--- config.mk ---
export PLATFORM = sky130hd
export DESIGN_NAME = zero_compare_branch_unit
export DESIGN_NICKNAME = d
export VERILOG_FILES = /design/src/pkg/zcb_pkg.sv /design/src/hw/zcb_decode.sv /design/src/hw/zero_compare_branch_unit.sv
export SDC_FILE = /design/constraint.sdc
export NUM_CORES = 1
export LEC_CHECK = 0
export BUFFER_PORTS_ARGS = -buffer_cell sky130_fd_sc_hd__buf_2
export CAP_MARGIN = 20
export CORE_MARGIN = 3
export CORE_UTILIZATION = 30
export CTS_BUF_LIST = sky130_fd_sc_hd__clkbuf_8
export DETAILED_ROUTE_END_ITERATION = 10
export SLEW_MARGIN = 20
export SYNTH_ARGS = -nofsm -noshare
export SYNTH_HDL_FRONTEND = slang
export SYNTH_SLANG_ARGS = --single-unit
--- constraint.sdc ---
create_clock -name clk -period 3.83 [get_ports clk]
set_input_delay 0.383 -clock clk [delete_from_list [all_inputs] [get_ports clk]]
set_output_delay 0.383 -clock clk [all_outputs]
set_load 0.1 [all_outputs]
--- src/pkg/zcb_pkg.sv ---
/*
 * Constants, opcode encodings and the branch-kind enum for the
 * zero-compare branch unit. Assumes a 64-bit core whose fetch logic
 * presents the branch's own address alongside the instruction word.
 */
// Behaviour
// - target is delay-slot address plus scaled displacement.
// - displacement shifted left two, sign-extended from bit 15 to address width.
// - greater-than-zero: taken when sign bit clear and value nonzero.
// - less-or-equal-zero: taken when sign bit set or value zero.
// - less-than-zero family: taken whenever sign bit set.
// - taken branch still runs the one delay-slot instruction first.
// - condition and target formed in branch cycle; PC redirected next step.
// - likely forms squash the delay slot when not taken.
// - link forms always write branch address plus eight into register 31.
// - source register 31 on a link branch is illegal but never trapped.
// - less-than-zero-and-link decodes from opcode 000001, sub-code 10000.
package zcb_pkg;
	localparam int          XLEN            = 64;
	localparam int          OP_HI           = 31;
	localparam int          OP_LO           = 26;
	localparam int          RS_HI           = 25;
	localparam int          RS_LO           = 21;
	localparam int          SUB_HI          = 20;
	localparam int          SUB_LO          = 16;
	localparam int          OFS_HI          = 15;
	localparam int          SIGN32          = 31;
	localparam int          SIGN64          = 63;
	localparam int          WORD_SHIFT      = 2;
	localparam logic [5:0]  OPC_REGISTER_IMMEDIATE_OPCODE_CLASS      = 6'h01;
	localparam logic [5:0]  OPC_BRANCH_LESS_EQUAL_ZERO        = 6'h06;
	localparam logic [5:0]  OPC_BRANCH_GREATER_THAN_ZERO        = 6'h07;
	localparam logic [5:0]  OPC_BRANCH_LESS_EQUAL_ZERO_LIKELY = 6'h16;
	localparam logic [5:0]  OPC_BRANCH_GREATER_THAN_ZERO_LIKELY = 6'h17;
	localparam logic [4:0]  SUB_LTZ         = 5'h00;
	localparam logic [4:0]  SUB_LTZ_LIKELY  = 5'h02;
	localparam logic [4:0]  SUB_LTZ_LINK    = 5'h10;
	localparam logic [4:0]  SUB_LTZ_LINK_L  = 5'h12;
	localparam logic [4:0]  LINK_REG        = 5'h1f;
	localparam logic [63:0] DELAY_OFS       = 64'h0000_0000_0000_0004;
	localparam logic [63:0] LINK_OFS        = 64'h0000_0000_0000_0008;
	localparam logic [63:0] ADDR_RESET      = 64'h0000_0000_0000_0000;

	typedef enum logic [1:0]
	{
		CMP_NONE = 2'b00,
		CMP_GTZ  = 2'b01,
		CMP_LEZ  = 2'b11,
		CMP_LTZ  = 2'b10
	} cmp_kind_t;
endpackage : zcb_pkg

--- src/hw/zcb_decode.sv ---
/*
 * Combinational decode of one instruction word into a comparison kind,
 * likely and link flags. Assumes the word is stable while valid is high.
 */
`timescale 1ns/100ps
`default_nettype none
module zcb_decode
(
	input  wire logic [31:0]      instr,
	output zcb_pkg::cmp_kind_t    kind,
	output logic                  likely,
	output logic                  link
);
	logic [5:0] opcode;
	logic [4:0] sub;

	assign opcode = instr[zcb_pkg::OP_HI:zcb_pkg::OP_LO];
	assign sub    = instr[zcb_pkg::SUB_HI:zcb_pkg::SUB_LO];

	always_comb
	begin
		kind   = zcb_pkg::CMP_NONE;
		likely = 1'b0;
		link   = 1'b0;
		case (opcode)
			zcb_pkg::OPC_BRANCH_GREATER_THAN_ZERO:        kind = zcb_pkg::CMP_GTZ;
			zcb_pkg::OPC_BRANCH_LESS_EQUAL_ZERO:        kind = zcb_pkg::CMP_LEZ;
			zcb_pkg::OPC_BRANCH_GREATER_THAN_ZERO_LIKELY:
			begin
				kind   = zcb_pkg::CMP_GTZ;
				likely = 1'b1;
			end
			zcb_pkg::OPC_BRANCH_LESS_EQUAL_ZERO_LIKELY:
			begin
				kind   = zcb_pkg::CMP_LEZ;
				likely = 1'b1;
			end
			zcb_pkg::OPC_REGISTER_IMMEDIATE_OPCODE_CLASS:
			begin
				case (sub)
					zcb_pkg::SUB_LTZ:        kind = zcb_pkg::CMP_LTZ;
					zcb_pkg::SUB_LTZ_LIKELY:
					begin
						kind   = zcb_pkg::CMP_LTZ;
						likely = 1'b1;
					end
					zcb_pkg::SUB_LTZ_LINK:
					begin
						kind = zcb_pkg::CMP_LTZ;
						link = 1'b1;
					end
					zcb_pkg::SUB_LTZ_LINK_L:
					begin
						kind   = zcb_pkg::CMP_LTZ;
						likely = 1'b1;
						link   = 1'b1;
					end
					default: kind = zcb_pkg::CMP_NONE;
				endcase
			end
			default: kind = zcb_pkg::CMP_NONE;
		endcase
	end
endmodule : zcb_decode
`default_nettype wire

--- src/hw/zero_compare_branch_unit.sv ---
/*
 * Zero-compare branch resolution: decodes a branch in its own cycle,
 * resolves condition and target, and on the next edge presents the
 * PC redirect, delay-slot squash and link write as registered outputs.
 * Assumes the pipeline issues the delay-slot instruction in the step
 * after a branch and applies redirect/squash to that step.
 */
`timescale 1ns/100ps
`default_nettype none
module zero_compare_branch_unit
(
	input  wire logic        clk,
	input  wire logic        sys_rst,
	input  wire logic        instr_valid,
	input  wire logic [31:0] instr,
	input  wire logic [63:0] branch_pc,
	input  wire logic [63:0] source_value,
	input  wire logic        mode_64,
	output logic             branch_resolved,
	output logic             branch_taken,
	output logic [63:0]      redirect_pc,
	output logic             delay_slot_squash,
	output logic             link_write,
	output logic [4:0]       link_reg,
	output logic [63:0]      link_value,
	output logic [4:0]       source_register_field
);
	zcb_pkg::cmp_kind_t kind;
	logic               likely;
	logic               link;
	logic               is_branch;
	logic               cond;
	logic               sign_bit;
	logic               is_zero;
	logic [63:0]        disp;
	logic [63:0]        next_target;
	logic [63:0]        next_link;

	// narrows a value to 32 bits sign-extended when not in 64-bit mode
	function automatic logic [63:0] fit_width(input logic [63:0] v, input logic wide);
		fit_width = wide ? v : {{32{v[zcb_pkg::SIGN32]}}, v[31:0]};
	endfunction : fit_width

	zcb_decode u_decode
	(
		.instr  (instr),
		.kind   (kind),
		.likely (likely),
		.link   (link)
	);

	assign is_branch = instr_valid && (kind != zcb_pkg::CMP_NONE);

	assign sign_bit = mode_64 ? source_value[zcb_pkg::SIGN64] : source_value[zcb_pkg::SIGN32];
	assign is_zero  = mode_64 ? (source_value == '0) : (source_value[31:0] == 32'h0000_0000);

	always_comb
	begin
		case (kind)
			zcb_pkg::CMP_GTZ: cond = !sign_bit && !is_zero;
			zcb_pkg::CMP_LEZ: cond = sign_bit || is_zero;
			zcb_pkg::CMP_LTZ: cond = sign_bit;
			default:          cond = 1'b0;
		endcase
	end

	assign disp = {{(zcb_pkg::XLEN - 18){instr[zcb_pkg::OFS_HI]}}, instr[zcb_pkg::OFS_HI:0],
		2'b00};
	assign next_target = fit_width(branch_pc + zcb_pkg::DELAY_OFS + disp, mode_64);
	assign next_link   = fit_width(branch_pc + zcb_pkg::LINK_OFS, mode_64);

	always_ff @(posedge clk or posedge sys_rst)
	begin
		if (sys_rst)
		begin
			branch_resolved <= 1'b0;
			branch_taken    <= 1'b0;
			redirect_pc     <= zcb_pkg::ADDR_RESET;
		end
		else
		begin
			branch_resolved <= is_branch;
			branch_taken    <= is_branch && cond;
			redirect_pc     <= next_target;
		end
	end

	always_ff @(posedge clk or posedge sys_rst)
	begin
		if (sys_rst)
			delay_slot_squash <= 1'b0;
		else
			delay_slot_squash <= is_branch && likely && !cond;
	end

	always_ff @(posedge clk or posedge sys_rst)
	begin
		if (sys_rst)
		begin
			link_write <= 1'b0;
			link_reg   <= zcb_pkg::LINK_REG;
			link_value <= zcb_pkg::ADDR_RESET;
		end
		else
		begin
			link_write <= is_branch && link;
			link_reg   <= zcb_pkg::LINK_REG;
			link_value <= next_link;
		end
	end

	// source r31 not trapped; field passed through only
	always_ff @(posedge clk or posedge sys_rst)
	begin
		if (sys_rst)
			source_register_field <= 5'h00;
		else
			source_register_field <= instr[zcb_pkg::RS_HI:zcb_pkg::RS_LO];
	end
endmodule : zero_compare_branch_unit
`default_nettype wire

==> summary.md <==
| Metric | Value |
|---|---|
| Number of I/O pins | `306` |
| Post-CTS Setup Bufs | `0` |
| Final nets | `1714` |
| Post-synthesis sequential area ratio | `0.337` |
| MaxCap Viol Count | `0` |
| DR vias | `just under 10000` |
| ANT nets after route | `0` |
| Chip height | `about 190 um` |
| Hold WC Path Type | `input port to flip-flop` |
| DIE AREA | `roughly 36000 um2` |
| Port bufs | `300` |
| Clk root buf | `clkbuf_8` |
| Worst slew margin | `0.516` |
| Mux cell area share after synthesis | `0.00312` |
| Ys flop type | `dfrtp_1` |
| Post-Synth Adder-Cell Area | `0.154` |
| Compound-cell area share of the yosys netlist | `0.187` |
| Worst Setup End Kind | `flip-flop` |
| Ys Warns | `0` |
| TritonCTS clock tree | `done` |
| Cell taking the most area after synthesis | `dfrtp_1` |
| Maximum number of pins on one net before global-route repair | `136` |
| CP startpoint kind | `input port` |
| Wire per inst | `17.6 um` |
| Synth unique cells | `71` |
| Layout area overhead | `25.6%` |
| PD cells | `slightly above 500 nW/um2` |
| Fin. Hold Viols | `0` |
| Yosys reg bits | `roughly 140` |
| Crit Path Category | `input port to flip-flop` |
| Iteration-0 DRC count of the detailed router | `approximately 660` |
| Arrival time worst endpoint | `4.02 ns` |
| Setup_tns | `0 ns` |
| H-Tree Level Count | `4` |
| Mapped Cells | `around 1100` |
| Die Wd | `approximately 190 um` |
| Placed insts | `between 1500 and 2000` |
| Core Region | `between 30000 and 40000 um2` |
| Total gr overflow | `0` |
| Global placer's final weighted congestion | `approximately 0.96` |
| Detailed Routing Iterations Pass 1 | `5` |
| Tot GR Track Use | `0.183` |
| Sink Count | `~140` |
| Global-route wire length before repair | `51.4 mm` |
| Non-Filler Instances | `~1900` |
| Post-synth EDFFs | `0` |
| Final core occ | `0.385` |
| Top cell type's share of synthesized area | `0.337` |
| Outcome | `completed` |
| Slew @ Worst Pin | `0.726 ns` |
| Cell Area, Synth | `about 10000 um2` |
| Critical Path RT | `around 4.2 ns` |
| RSZ-0062 raised after global routing | `false` |
| Clock Path Buffers | `2` |
| Post-synthesis simple-gate area fraction | `0.194` |
| Top-count cell post-synth | `dfrtp_1` |
| Most frequent cells after synthesis | `135 x dfrtp_1, 122 x ha_1, 119 x a21oi_1` |
| Syn_area_per_cell | `roughly 8.9 um2` |
| Initial core utilization | `0.307` |
| Max FO, Critical Path | `28` |
| Final total power | `around 6400 uW` |
| Number of global-route vias before repair | `9470` |
| Area of the multi-input gates | `roughly 6300 um2` |
| Tmin final | `~3.6 ns` |
| Max Freq | `between 0.2 and 0.3 GHz` |
| Num CTS Buffers | `17` |
| Share of cells above drive strength 1 | `0.270` |
| Static Leak | `0.00591 uW` |
| Filler cell count | `around 3400` |
| Final setup fails | `0` |
| Register area | `between 3000 and 4000 um2` |
| Vias/cell | `5.14` |
| Main area contributors after synthesis | `dfrtp_1 34%, ha_1 15%, a21oi_1 5.9%, xnor2_1 4.7%, xor2_1 3.8%` |
| Max-slew violations | `0` |
| DRC Markers | `0` |
| Synth Area in XOR/XNOR | `0.0856` |
| Async SR Flop Fraction | `1.00` |
| Fin crit share | `0.953` |
| Largest family of logic cells by synthesized area | `simple AND/OR/NAND/NOR gates` |
| Clk pin slew, worst setup/hold paths | `approximately 0.09 ns` |
| Site Rows | `66` |
| DP Wirelength | `roughly 27 mm` |
| Final WL | `around 33 mm` |
| Initial antenna violation count | `5` |
| Peak supply drop | `247 uV` |
-- area by class of cell --
type | count | share of cell area
multi-input combinational | 904 | 0.499
sequential | 135 | 0.268
timing repair buffer | 337 | 0.146
tap | 442 | 0.0439
clock buffer | 17 | 0.0186
clock inverter | 15 | 0.0133
inverter | 32 | 0.00984
antenna | 4 | 0.000795
-- metrics by stage --
step           hold slack [ns]  area [um2]  setup WS [ns]
6_report                0.0948       12600          0.181
5_1_grt                 0.0709       12600       0.000410
4_1_cts                 0.0452       12600          0.140
3_3_place_gp             0.492       12100         0.0576
3_5_place_dp             0.493       12100         0.0295
2_1_floorplan            0.414       10000          0.805
-- layout by cell type (no fill, tap or decap), drive strengths merged, types with 7 or more instances in the layout --
cell and n:
nand4 41, nor2 69, nor4 25, nand3 49
o21ai 56, o2111ai 7, o21a 7, o211ai 8
nor3 18, a21oi 123, xor2 44, inv 37
nand2 97, and2 9, dlygate4sd3 8, clkbuf 17
and3 22, a21o 27, buf 329, dfrtp 135
a31oi 10, o21bai 12, ha 122, a211oi 7
xnor2 54, or3 11
-- kinds of logic (layout without fill, tap and decap cells) --
group           count (synthesis)  count (layout)
simple gates                  375             375
compound gates                300             300
flops                         135             135
fa+ha+maj                     123             123
xor+xnor                       98              98
buf+inv                        90             401
mux                             3               3
other cells                     1               9
-- registers in the layout, summed over array words and instances, names as in the netlist --
name,count
branch_taken,1
link_value,64
source_register_field,5
redirect_pc,62
link_write,1
delay_slot_squash,1
branch_resolved,1
-- critical path, stage by stage --
cell and delay, ns:
dlygate4sd3_1 0.54, buf_2 0.13, inv_1 0.05, ha_1 0.13, inv_1 0.05, ha_1 0.19
inv_1 0.07, fa_1 0.20, nor2b_1 0.07, o2111ai_1 0.34, a21oi_1 0.19, o41a_1 0.41
nor3_1 0.41, o211a_1 0.27, buf_12 0.19, o311ai_1 0.20, buf_4 0.20
-- where the power goes --
part	internal [uW]	leakage (uW)	switching (uW)
sequential	1650	0.00157	72.8
clock	593	0.000204	656
combinational	691	0.00413	2720
-- metal layers --
metal	up-vias	global-route usage	wire, um
met2	407	0.288	14800
li1	4734	-	-
met3	56	0.0389	2190
met1	4488	0.245	15100
met5	-	0	11
met4	2	0.0730	985
-- final timing paths --
kind	from	end	slack (ns)	cells after the start
min	branch_pc[3]	link_value[3]	0.09	2
max in group asynchronous	sys_rst	branch_resolved	3.19	3
min in group asynchronous	sys_rst	source_register_field[3]	0.11	3
max	branch_pc[2]	redirect_pc[39]	0.18	17
-- what timing repair did --
action                                 CTS  global route
endpoints found under the hold margin    8             0
setup endpoints to repair                0             3
resized for setup                        0             3
hold buffers                             8             0
(Power assumes the default switching activity.)
